### src/relay_preset_pkg.sv
// constants and encodings for relay condition and preset frequency selection
// Behaviour
// - select 0: on when ready, off on fault
// - select 1 at frequency, 2 motor running
// - select 3 reverse commanded, 4 motor overload
// - select 5 ramp regulator stretching ramps
// - select 6 output frequency above threshold
// - select 7 current above threshold percent
// - select 8 bus voltage above threshold
// - select 9 restart attempts limit exceeded
// - select 10 analog voltage above threshold
// - select 20 relay follows threshold bit zero
// - threshold 32 bits, used by 6,7,8,10,20
// - second ramp set uses second accel time
// - second ramp set uses second decel time
// - reference source 1 uses keypad frequency
// - up/down keys adjust keypad frequency immediately
// - enter alone stores keypad frequency
// - escape before enter restores original frequency
// - four presets default 0, 5, 10, 20 Hz
// - inputs one/two form preset index, one low
// - index 0,1 first ramp pair, 2,3 second
// - second-ramp input overrides index ramp pair
// - active preset overrides; preset 0 needs source 4
// - preset-select input has priority while active
// - second-ramp input applies second times
package relay_preset_pkg;
    localparam int         THR_W        = 32;
    localparam int         FREQ_W       = 12;
    localparam int         TIME_W       = 13;
    localparam int         SEL_W        = 5;
    localparam int         FUNC_W       = 5;
    localparam int         SRC_W        = 3;
    // frequencies in 0.1 Hz, times in 0.1 s
    localparam logic [FREQ_W-1:0] FREQ_MAX       = 12'h960;
    localparam logic [FREQ_W-1:0] KEYPAD_DEFAULT = 12'h258;
    localparam logic [FREQ_W-1:0] PRESET0_DEFAULT = 12'h000;
    localparam logic [FREQ_W-1:0] PRESET1_DEFAULT = 12'h032;
    localparam logic [FREQ_W-1:0] PRESET2_DEFAULT = 12'h064;
    localparam logic [FREQ_W-1:0] PRESET3_DEFAULT = 12'h0c8;
    localparam logic [FREQ_W-1:0] KEY_STEP       = 12'h001;
    localparam logic [TIME_W-1:0] ACCEL2_DEFAULT = 13'h00c8;
    localparam logic [TIME_W-1:0] TIME_MAX       = 13'h1770;
    // relay condition codes
    localparam logic [SEL_W-1:0] RS_READY   = 5'h00;
    localparam logic [SEL_W-1:0] RS_AT_FREQ = 5'h01;
    localparam logic [SEL_W-1:0] RS_RUNNING = 5'h02;
    localparam logic [SEL_W-1:0] RS_REVERSE = 5'h03;
    localparam logic [SEL_W-1:0] RS_OVERLD  = 5'h04;
    localparam logic [SEL_W-1:0] RS_RAMPREG = 5'h05;
    localparam logic [SEL_W-1:0] RS_ABV_FRQ = 5'h06;
    localparam logic [SEL_W-1:0] RS_ABV_CUR = 5'h07;
    localparam logic [SEL_W-1:0] RS_ABV_DCV = 5'h08;
    localparam logic [SEL_W-1:0] RS_RETRIES = 5'h09;
    localparam logic [SEL_W-1:0] RS_ABV_ANV = 5'h0a;
    localparam logic [SEL_W-1:0] RS_NETWORK = 5'h14;
    // input functions and reference sources
    localparam logic [FUNC_W-1:0] FN_RAMP2  = 5'h01;
    localparam logic [FUNC_W-1:0] FN_PRESET = 5'h04;
    localparam logic [SRC_W-1:0]  SRC_KEYPAD = 3'h1;
    localparam logic [SRC_W-1:0]  SRC_PRESET = 3'h4;
    typedef enum logic [1:0] {KP_IDLE, KP_EDIT} keypad_e;
endpackage : relay_preset_pkg

### src/relay_cond_and_preset_select.sv
// relay condition selection and preset frequency / ramp pair selection
`timescale 1ns/1ps
module relay_cond_and_preset_select
    import relay_preset_pkg::*;
(
    input  wire logic              mclk,                   // 40 MHz clock
    input  wire logic              reset_n,                // sync reset, active low
    input  wire logic [SEL_W-1:0]  relay_condition_select, // relay condition code
    input  wire logic [THR_W-1:0]  relay_threshold,        // relay trip point
    input  wire logic              drive_ready,            // powered and ready
    input  wire logic              fault_active,           // any fault active
    input  wire logic              at_frequency,           // at commanded frequency
    input  wire logic              motor_running,          // motor powered
    input  wire logic              reverse_cmd,            // reverse commanded
    input  wire logic              motor_overload,         // overload present
    input  wire logic              ramp_reg_active,        // ramp stretching
    input  wire logic [THR_W-1:0]  output_freq,            // 0.1 Hz units
    input  wire logic [THR_W-1:0]  output_current_pct,     // percent of rated
    input  wire logic [THR_W-1:0]  dc_bus_volts,           // volts
    input  wire logic [THR_W-1:0]  analog_in_pct,          // percent
    input  wire logic [3:0]        restart_attempts,       // attempts done
    input  wire logic [3:0]        restart_attempt_limit,  // max attempts
    input  wire logic              din_one,                // terminal input 1 pin
    input  wire logic              din_two,                // terminal input 2 pin
    input  wire logic [FUNC_W-1:0] input_one_function,     // input 1 function
    input  wire logic [FUNC_W-1:0] input_two_function,     // input 2 function
    input  wire logic [SRC_W-1:0]  speed_reference_source, // reference source
    input  wire logic [FREQ_W-1:0] other_speed_cmd,        // non-preset reference
    input  wire logic [TIME_W-1:0] first_accel_time,       // ramp pair 1 accel
    input  wire logic [TIME_W-1:0] first_decel_time,       // ramp pair 1 decel
    input  wire logic              preset_wr,              // preset write strobe
    input  wire logic [1:0]        preset_wr_idx,          // preset to write
    input  wire logic [FREQ_W-1:0] preset_wr_data,         // preset value
    input  wire logic              ramp2_wr,               // second ramp write strobe
    input  wire logic [TIME_W-1:0] ramp2_accel_data,       // new second accel
    input  wire logic [TIME_W-1:0] ramp2_decel_data,       // new second decel
    input  wire logic              program_mode,           // keypad program mode
    input  wire logic              key_up,                 // up key pulse
    input  wire logic              key_down,               // down key pulse
    input  wire logic              key_enter,              // enter key pulse
    input  wire logic              key_escape,             // escape key pulse
    output logic                   relay_out,              // relay energised
    output logic [FREQ_W-1:0]      freq_command,           // selected frequency
    output logic [TIME_W-1:0]      accel_time,             // selected accel time
    output logic [TIME_W-1:0]      decel_time,             // selected decel time
    output logic                   ramp2_in_use,           // second pair selected
    output logic [FREQ_W-1:0]      keypad_frequency_setting, // live keypad value
    output logic                   nv_store                // store keypad value pulse
);
    // --------------------------------------------------------------------
    // pin synchronisers
    // --------------------------------------------------------------------
    logic [1:0] din_meta_ff;
    logic [1:0] din_sync_ff;
    always_ff @(posedge mclk) begin
        if (!reset_n) begin
            din_meta_ff <= 2'h0;
            din_sync_ff <= 2'h0;
        end else begin
            din_meta_ff <= {din_two, din_one};
            din_sync_ff <= din_meta_ff;
        end
    end

    // --------------------------------------------------------------------
    // relay condition
    // --------------------------------------------------------------------
    wire abv_freq = output_freq > relay_threshold;
    wire abv_cur  = output_current_pct > relay_threshold;
    wire abv_dcv  = dc_bus_volts > relay_threshold;
    wire abv_anv  = analog_in_pct > relay_threshold;
    wire retries_exceeded = restart_attempts > restart_attempt_limit;
    logic relay_cond;
    always_comb begin
        unique case (relay_condition_select)
            RS_READY:   relay_cond = drive_ready && !fault_active;
            RS_AT_FREQ: relay_cond = at_frequency;
            RS_RUNNING: relay_cond = motor_running;
            RS_REVERSE: relay_cond = reverse_cmd;
            RS_OVERLD:  relay_cond = motor_overload;
            RS_RAMPREG: relay_cond = ramp_reg_active;
            RS_ABV_FRQ: relay_cond = abv_freq;
            RS_ABV_CUR: relay_cond = abv_cur;
            RS_ABV_DCV: relay_cond = abv_dcv;
            RS_RETRIES: relay_cond = retries_exceeded;
            RS_ABV_ANV: relay_cond = abv_anv;
            RS_NETWORK: relay_cond = relay_threshold[0];
            default:    relay_cond = 1'b0;
        endcase
    end

    // --------------------------------------------------------------------
    // preset and second ramp storage
    // --------------------------------------------------------------------
    logic [FREQ_W-1:0] preset_ff [4];
    logic [TIME_W-1:0] accel2_ff;
    logic [TIME_W-1:0] decel2_ff;
    localparam logic [FREQ_W-1:0] PRESET_DEF [4] =
        '{PRESET0_DEFAULT, PRESET1_DEFAULT, PRESET2_DEFAULT, PRESET3_DEFAULT};
    // out-of-range writes are clamped rather than refused
    wire [FREQ_W-1:0] preset_clamped = (preset_wr_data > FREQ_MAX) ? FREQ_MAX : preset_wr_data;
    wire [TIME_W-1:0] accel2_clamped = (ramp2_accel_data > TIME_MAX) ? TIME_MAX : ramp2_accel_data;
    wire [TIME_W-1:0] decel2_clamped = (ramp2_decel_data > TIME_MAX) ? TIME_MAX : ramp2_decel_data;
    generate
        for (genvar i = 0; i < 4; i++) begin : g_preset
            always_ff @(posedge mclk) begin
                if (!reset_n) begin
                    preset_ff[i] <= PRESET_DEF[i];
                end else if (preset_wr && preset_wr_idx == 2'(i)) begin
                    preset_ff[i] <= preset_clamped;
                end
            end
        end
    endgenerate
    always_ff @(posedge mclk) begin
        if (!reset_n) begin
            accel2_ff <= ACCEL2_DEFAULT;
            decel2_ff <= ACCEL2_DEFAULT;
        end else if (ramp2_wr) begin
            accel2_ff <= accel2_clamped;
            decel2_ff <= decel2_clamped;
        end
    end

    // --------------------------------------------------------------------
    // keypad frequency edit
    // --------------------------------------------------------------------
    keypad_e           kp_state_ff;
    logic [FREQ_W-1:0] kp_live_ff;
    logic [FREQ_W-1:0] kp_saved_ff;
    logic              nv_store_ff;
    wire kp_up_ok   = program_mode && key_up && kp_live_ff < FREQ_MAX;
    wire kp_down_ok = program_mode && key_down && kp_live_ff != '0;
    wire kp_adjust  = kp_up_ok || kp_down_ok;
    wire [FREQ_W-1:0] kp_stepped = kp_up_ok ? kp_live_ff + KEY_STEP : kp_live_ff - KEY_STEP;
    keypad_e           nxt_kp_state;
    logic [FREQ_W-1:0] nxt_kp_live;
    logic [FREQ_W-1:0] nxt_kp_saved;
    logic              nxt_nv_store;
    always_comb begin
        nxt_kp_state = kp_state_ff;
        nxt_kp_live  = kp_live_ff;
        nxt_kp_saved = kp_saved_ff;
        nxt_nv_store = 1'b0;
        unique case (kp_state_ff)
            KP_IDLE: begin
                if (kp_adjust) begin
                    nxt_kp_live  = kp_stepped;
                    nxt_kp_saved = kp_live_ff;
                    nxt_kp_state = KP_EDIT;
                end else if (key_enter) begin
                    nxt_nv_store = 1'b1;
                end
            end
            KP_EDIT: begin
                if (key_enter) begin
                    nxt_nv_store = 1'b1;
                    nxt_kp_saved = kp_live_ff;
                    nxt_kp_state = KP_IDLE;
                end else if (key_escape) begin
                    // the ramp generator glides back on the normal curve
                    nxt_kp_live  = kp_saved_ff;
                    nxt_kp_state = KP_IDLE;
                end else if (kp_adjust) begin
                    nxt_kp_live = kp_stepped;
                end
            end
        endcase
    end
    always_ff @(posedge mclk) begin
        if (!reset_n) begin
            kp_state_ff <= KP_IDLE;
            kp_live_ff  <= KEYPAD_DEFAULT;
            kp_saved_ff <= KEYPAD_DEFAULT;
            nv_store_ff <= 1'b0;
        end else begin
            kp_state_ff <= nxt_kp_state;
            kp_live_ff  <= nxt_kp_live;
            kp_saved_ff <= nxt_kp_saved;
            nv_store_ff <= nxt_nv_store;
        end
    end

    // --------------------------------------------------------------------
    // frequency source and ramp pair selection
    // --------------------------------------------------------------------
    wire one_preset = input_one_function == FN_PRESET;
    wire two_preset = input_two_function == FN_PRESET;
    wire [1:0] preset_idx = {two_preset & din_sync_ff[1], one_preset & din_sync_ff[0]};
    wire preset_active = (one_preset & din_sync_ff[0]) | (two_preset & din_sync_ff[1]);
    wire source_preset = speed_reference_source == SRC_PRESET;
    wire use_preset = preset_active || source_preset;
    wire ramp2_input = (input_one_function == FN_RAMP2 && din_sync_ff[0]) ||
                       (input_two_function == FN_RAMP2 && din_sync_ff[1]);
    wire ramp2_sel = ramp2_input || (use_preset && preset_idx[1]);
    wire [FREQ_W-1:0] base_cmd = (speed_reference_source == SRC_KEYPAD) ? kp_live_ff
                                                                       : other_speed_cmd;
    wire [FREQ_W-1:0] nxt_freq_cmd = use_preset ? preset_ff[preset_idx] : base_cmd;
    wire [TIME_W-1:0] nxt_accel = ramp2_sel ? accel2_ff : first_accel_time;
    wire [TIME_W-1:0] nxt_decel = ramp2_sel ? decel2_ff : first_decel_time;

    logic              relay_ff;
    logic [FREQ_W-1:0] freq_cmd_ff;
    logic [TIME_W-1:0] accel_ff;
    logic [TIME_W-1:0] decel_ff;
    logic              ramp2_ff;
    always_ff @(posedge mclk) begin
        if (!reset_n) begin
            relay_ff    <= 1'b0;
            freq_cmd_ff <= '0;
            accel_ff    <= '0;
            decel_ff    <= '0;
            ramp2_ff    <= 1'b0;
        end else begin
            relay_ff    <= relay_cond;
            freq_cmd_ff <= nxt_freq_cmd;
            accel_ff    <= nxt_accel;
            decel_ff    <= nxt_decel;
            ramp2_ff    <= ramp2_sel;
        end
    end
    assign relay_out                = relay_ff;
    assign freq_command             = freq_cmd_ff;
    assign accel_time               = accel_ff;
    assign decel_time               = decel_ff;
    assign ramp2_in_use             = ramp2_ff;
    assign keypad_frequency_setting = kp_live_ff;
    assign nv_store                 = nv_store_ff;
endmodule : relay_cond_and_preset_select

### config.mk
export PLATFORM = sky130hd
export DESIGN_NAME = relay_cond_and_preset_select
export DESIGN_NICKNAME = d
export VERILOG_FILES = /design/src/relay_preset_pkg.sv /design/src/relay_cond_and_preset_select.sv
export SDC_FILE = /design/constraint.sdc
export NUM_CORES = 1
export LEC_CHECK = 0
export ABC_AREA = 0
export BUFFER_PORTS_ARGS = -buffer_cell sky130_fd_sc_hd__buf_2
export CAP_MARGIN = 10
export CORE_ASPECT_RATIO = 0.6
export CORE_MARGIN = 10
export CORE_UTILIZATION = 30
export DETAILED_ROUTE_END_ITERATION = 8
export HOLD_SLACK_MARGIN = 0.1
export PLACE_DENSITY_LB_ADDON = 0.08
export SYNTH_ARGS = -nofsm -noshare
export SYNTH_HDL_FRONTEND = slang
export SYNTH_SLANG_ARGS = --single-unit
### constraint.sdc
create_clock -name mclk -period 3.4 [get_ports mclk]
set_clock_uncertainty 0.2 [all_clocks]
set_input_delay 0.17 -clock mclk [delete_from_list [all_inputs] [get_ports mclk]]
set_output_delay 0.17 -clock mclk [all_outputs]
set_load 0.05 [all_outputs]
; ---- After elaboration in Yosys (flattened, before gate mapping)
; Memories as Yosys holds them, arrays and structs flattened.
; Index checks and enable logic that the tools add are counted.
[word_totals]
regBits = 97
latch_bits = 0
mem_bits_rw = 48
mem_bits_ro = 0
input_bits = 282
output_inout_bits = 53
elab_cells = 120
mem_count = 1
[classes]
n_addsub = 2
n_mul = 0
div_mod_pow = 0
magnitude_cmp = 9
n_eq_ne = 25
n_shift = 0
muxes = 40
n_bitwise = 7
n_reduce_logical = 23
[mem_list]
columns = memory, depth, width, read_ports, rd_ports_with_merged_regs, wr, line
row1 = preset_ff, 4, 12, 1, 0, 4, relay_cond_and_preset_select.sv:95  ; logic [FREQ_W-1:0] preset_ff [4];
[op_table]
columns = cell, n
row1 = 12-bit 2-to-1 mux, 13
row2 = 32-bit greater-than comparator, 4
row3 = 13-bit 2-to-1 mux, 4
row4 = 12-bit one-hot mux with 2 select lines, 2
row5 = "5-bit by 3-bit equality test with 1-bit output, second input constant", 6
row6 = "13-bit greater-than comparator, second input constant", 2
row7 = "5-bit by 1-bit equality test with 1-bit output, second input constant", 3
row8 = "5-bit by 4-bit equality test with 1-bit output, second input constant", 3
row9 = 1-bit 2-to-1 mux, 15
row10 = "12-bit by 1-bit adder with 12-bit output, second input constant", 1
row11 = "12-bit greater-than comparator, second input constant", 1
row12 = 1-bit logical AND, 12
row13 = "12-bit < comparator, second input constant", 1
row14 = 1-bit one-hot mux with 12 select lines, 1
row15 = 12-bit nonzero test, 1
row16 = "12-bit by 1-bit subtractor with 12-bit output, second input constant", 1
row17 = "5-bit by 2-bit equality test with 1-bit output, second input constant", 2
row18 = 2-bit 2-to-1 mux, 3
row19 = "2-bit != test, second input constant", 3
row20 = "5-bit equality test, second input constant", 1
row21 = 5-bit logical NOT, 1
row22 = 1-bit OR, 5
row23 = "2-bit by 1-bit equality test with 1-bit output, second input constant", 2
row24 = "2-bit equality test, second input constant", 2
row25 = other kinds (11), 17

; ---- Depth between registers and ports, before layout
[logic_depth]
ltp_word = 7
depth_mapped = 11
mapped_depth_nobuf = 11

; ---- Worst setup path after synthesis
; OpenSTA, ideal clock, no wires.
[synth_timing]
kind = register -> register
startpoint = reg kp_live_ff[11], in the netlist keypad_frequency_setting[11]
endpoint = reg kp_live_ff[11], in the netlist keypad_frequency_setting[11]
setup_ns = 0.120
t_arrival_ns = 3.331
required_time_ns = 3.080
path_slack_ns = -0.251
stages_incl_launch_ff = 12
n_path_buf = 0
synth_period_minus_slack_ns = 3.651
path_cell_list = dfxtp_1 -> o21ai_0 -> o2111a_1 -> inv_1 -> ha_1 -> or2_1 -> a21oi_4 -> nor4_1 -> o31a_1 -> or3_4 -> and4_1 -> o31a_1
[synth_via]
elab_chain_cells = 7
elab_cells_between_ends = 12
classes_between = 2 x add/sub / 1 x order compare / 5 x mux / 4 x reduce/logical
[synth_rtl]
columns = element, line
row1 = start: declaration, relay_cond_and_preset_select.sv:129  ; logic [FREQ_W-1:0] kp_live_ff;
row2 = start signal: assignment, relay_cond_and_preset_select.sv:178  ; kp_live_ff <= nxt_kp_live;
row3 = 12-bit < comparator / 12-bit nonzero test (equally long branches), "relay_cond_and_preset_select.sv:132, relay_cond_and_preset_select.sv:133"
row4 = 1-bit logical AND (on tied branches), "relay_cond_and_preset_select.sv:132, relay_cond_and_preset_select.sv:133"
row5 = 12-bit 2-to-1 mux / 1-bit logical OR (equally long branches), "relay_cond_and_preset_select.sv:135, relay_cond_and_preset_select.sv:134"
row6 = 12-bit 2-to-1 mux (*), "relay_cond_and_preset_select.sv:147, relay_cond_and_preset_select.sv:164"
row7 = 12-bit 2-to-1 mux, relay_cond_and_preset_select.sv:160  ; end else if (key_escape) begin
row8 = 12-bit 2-to-1 mux, relay_cond_and_preset_select.sv:156  ; if (key_enter) begin
row9 = 12-bit one-hot mux with 2 select lines (*), relay_cond_and_preset_select.sv:145  ; unique case (kp_state_ff)
; Every way passes the cells marked *; elsewhere a longest branch is shown, timed or not. The select of a mux whose other input is x is not followed.
; A chain may end at the register's enable or synchronous reset.

; ---- Worst setup path in the final report
[layout_timing]
startpoint = reg kp_live_ff[6], in the netlist keypad_frequency_setting[6]
endpoint = reg kp_live_ff[11], in the netlist keypad_frequency_setting[11]
; The elaborated chain is that of the path after synthesis.

==> run metrics <==
outcome=completed; Flop pwr share=35.3%; Die Area=40400 um^2; Core Area=32200 um^2; Final Hold Viols=0; GP Congestion=0.861; vias in the first global route=10.1k; via count=9846; CP most frequent cell=o31a_1; std cell rows=51; root buffer cell=clkbuf_16; Die Y-Extent=about 160 um; Synth Area per Inst=8.91 um^2; ys async rst share=0%; sequential element share of the synthesized area=34.5%; fillers=3266; Syn Std Cell Area=9750 um^2; Critical Path Source Type=flip-flop; P_leak=between 6 and 7 nW; Via density=4.95; crit end category=flip-flop; Max-Cap Viols=0; CP top delay family=compound AO/OA/AOI/OAI gates; clock share of power=34.4%; WL final=between 30 and 40 mm; Detail Placement HPWL=31.4 mm; net count after synthesis=1520; pre-CTS setup slack=5.15 ps; largest net degree at the start of global routing=98; # clock sinks=144; clock buffer depth=2; CTS tree=yes; CP max stage cell=or3_4; worst-path fanout max=5; synth unique cells=66; Yosys reg bits=~140; first-pass GRT wire length=about 60 mm; WP data arrival=about 3400 ps; post-synthesis cell count=around 1.1k; combinational fraction of design power=a little under a third; worst-skew pair later-pin latency=430 ps; max_slew headroom=about two fifths; initial antenna violation count=1; Starting DRT DRC Count=approximately 770; WL/cell=19.6 um; EDFF count, synth=48; Peak Freq=303 MHz; Tmin final=3300 ps; Psw=1.86 mW; htree depth=4; nets=1978; setup slack after layout=96.1 ps; first drt pass iteration count=5; Post-Place Cells=~1.8k; DRC violations left=0; Area Growth Syn to Fin=41.7%; final slew viol count=0; # setup viols final=0; power per cell area=407 nW/um^2; Core Util, Final=42.9%; Ports=335; prevailing post-synth register cell=dfxtp_1; hold_ws=112 ps; GR Util All Layers=18.8%; worst hold path type=input pin to flip-flop; Max stage delay on crit path=390 ps; Worst-Margin Slew=912 ps; Internal=about 3.8 mW; Max IR drop VDD=0.332 mV; Syn. warnings=0; port bufs=334; Cell Chain, Critical Path=a21oi_2 > o2111a_2 > clkinvlp_4 > buf_2 > ha_1 > a211oi_2 > o21a_1 > nor4_1 > o31a_1 > or3_4 > and4_1 > o31a_1; share of cells above drive strength 1=27.6%; number of buffers created by CTS=17; Initial Util=30.3%; Net Sw Frac=33.1%; CTS clock-pin slew for the worst setup and hold paths=about 60 ps; global route overflow=0; die width=253 um; R2R Setup Slk=100 ps; Non-Filler Instances=1991; Crit path required time=~3500 ps; Final Cycle Share=between 90% and 100%; WP buf/inv=2; ANT nets after route=0; Worst Setup Path Type=flip-flop to flip-flop
==> cells by family (layout without fill, tap and decap cells) <==
group / after synthesis / in the layout / share of synthesized area [%]
simple gates: 404 / 404 / 20.6
compound gates: 260 / 260 / 18.4
flops: 144 / 144 / 34.5
fa+ha+maj: 143 / 143 / 18.4
buf+inv: 102 / 573 / 3.95
mux: 34 / 34 / 3.49
xor+xnor: 8 / 8 / 0.718
other cells: 0 / 1 / 0
==> synthesized netlist by cell type (6+ instances only) <==
cell | instances | share of area, %
dfxtp_1 | 96 | 20
o211ai_1 | 10 | 0.77
nor3_1 | 10 | 0.51
and2_0 | 7 | 0.45
ha_1 | 142 | 18
nand2b_1 | 6 | 0.38
a211oi_1 | 22 | 1.7
a31oi_1 | 16 | 1.0
nor2b_1 | 45 | 2.9
o221a_2 | 10 | 1.2
nand4_1 | 30 | 1.9
a21o_1 | 7 | 0.54
and2_1 | 43 | 2.8
a21oi_1 | 70 | 3.6
nand3_1 | 26 | 1.3
mux2i_1 | 34 | 3.5
clkbuf_1 | 32 | 1.2
nor2_1 | 65 | 2.5
nand2_1 | 137 | 5.3
edfxtp_1 | 48 | 15
o21ai_0 | 40 | 2.1
o211a_1 | 14 | 1.4
xnor2_1 | 6 | 0.54
inv_1 | 64 | 2.5
o22ai_1 | 11 | 0.71
a21boi_0 | 11 | 0.85
nor4_1 | 12 | 0.77
==> tightest hold or removal path, cell delays in order <==
cell and delay [ps]:
buf_2 100, a21oi_2 200, nand2_1 90, o211a_1 130
==> timing repair <==
item | in CTS | in global routing
hold buffers | 109 | 0
endpoints found under the setup margin | 0 | 3
resized for setup | 0 | 9
hold endpoints to repair | 119 | 0
setup buffers | 0 | 5
==> power by group through the flow <==
| stage | combinational, mW | sequential [mW] | clock [mW] |
|---|---|---|---|
| after floorplan | 0.770 | 2.23 | 0 |
| after global placement | 1.56 | 2.02 | 0 |
| after detailed placement | 1.57 | 2.02 | 0 |
| after CTS | 1.67 | 1.98 | 1.97 |
| after global routing | 1.88 | 2.00 | 2.03 |
| final | 1.70 | 1.98 | 1.93 |
==> flip-flops by register name, summed over array words and instances (netlist names), 2 cells and up <==
signal,count
accel2_ff,13
accel_time,13
decel2_ff,13
decel_time,13
din_meta_ff,2
din_sync_ff,2
freq_command,12
keypad_frequency_setting,12
kp_saved_ff,12
preset_ff,48
==> final timing paths <==
path                                                  from                                   endpoint  depth (start not counted)
setup / recovery  keypad_frequency_setting[6]$_SDFFE_PN1P_  keypad_frequency_setting[11]$_SDFFE_PN0P_                         12
hold reg to reg                  din_meta_ff[0]$_SDFF_PN0_                  din_sync_ff[0]$_SDFF_PN0_                          1
setup reg to reg  keypad_frequency_setting[6]$_SDFFE_PN1P_  keypad_frequency_setting[11]$_SDFFE_PN0P_                         12
hold / removal                   speed_reference_source[2]                 freq_command[4]$_SDFF_PN0_                          4
==> routing by layer <==
metal | track usage [%] | routed length [um]
met1 | 26.9 | 19500
met2 | 28.8 | 17200
met3 | 3.78 | 1900
met4 | 3.52 | 391
met5 | 0 | 0
==> layout by cell type, fill, tap and decap left out, types with 6 or more instances in the layout <==
cell | Yosys | layout
buf_2 | 2 | 335
ha_1 | 142 | 140
nand2_1 | 137 | 137
dlygate4sd3_1 | 0 | 109
dfxtp_1 | 96 | 89
a21oi_1 | 70 | 68
nor2_1 | 65 | 65
inv_1 | 64 | 63
edfxtp_1 | 48 | 48
nor2b_1 | 45 | 45
and2_1 | 43 | 43
o21ai_0 | 40 | 37
mux2i_1 | 34 | 34
buf_4 | 0 | 32
nand4_1 | 30 | 30
nand3_1 | 26 | 26
a211oi_1 | 22 | 22
clkbuf_16 | 0 | 18
a31oi_1 | 16 | 16
o211a_1 | 14 | 14
nor4_1 | 12 | 12
o22ai_1 | 11 | 11
a21boi_0 | 11 | 11
nor3_1 | 10 | 10
o221a_2 | 10 | 10
o211ai_1 | 10 | 10
and2_0 | 7 | 7
a21o_1 | 7 | 7
dfxtp_2 | 0 | 7
nand2b_1 | 6 | 6
xnor2_1 | 6 | 6
==> layout make-up <==
cell class	instances	area (um^2)	area share [%]
repair buffers	477	3030	21.9
flip-flops and latches	144	3370	24.4
clock inverters	11	125	0.905
well taps	424	531	3.84
inverters	64	244	1.77
clock buffers	21	463	3.35
diodes	1	2.50	0.0181
multi-input cells	849	6060	43.8
==> metrics by stage <==
stage	TNS, ps	cell area [um^2]	total power, mW
after floorplan	0	9760	3.00
after CTS	0	13800	5.62
after global placement	0	12100	3.58
final	0	13800	5.62
after detailed placement	0	12100	3.58
after global routing	-10.5	13800	5.91
No activity file was read; power rests on OpenSTA's default activity.
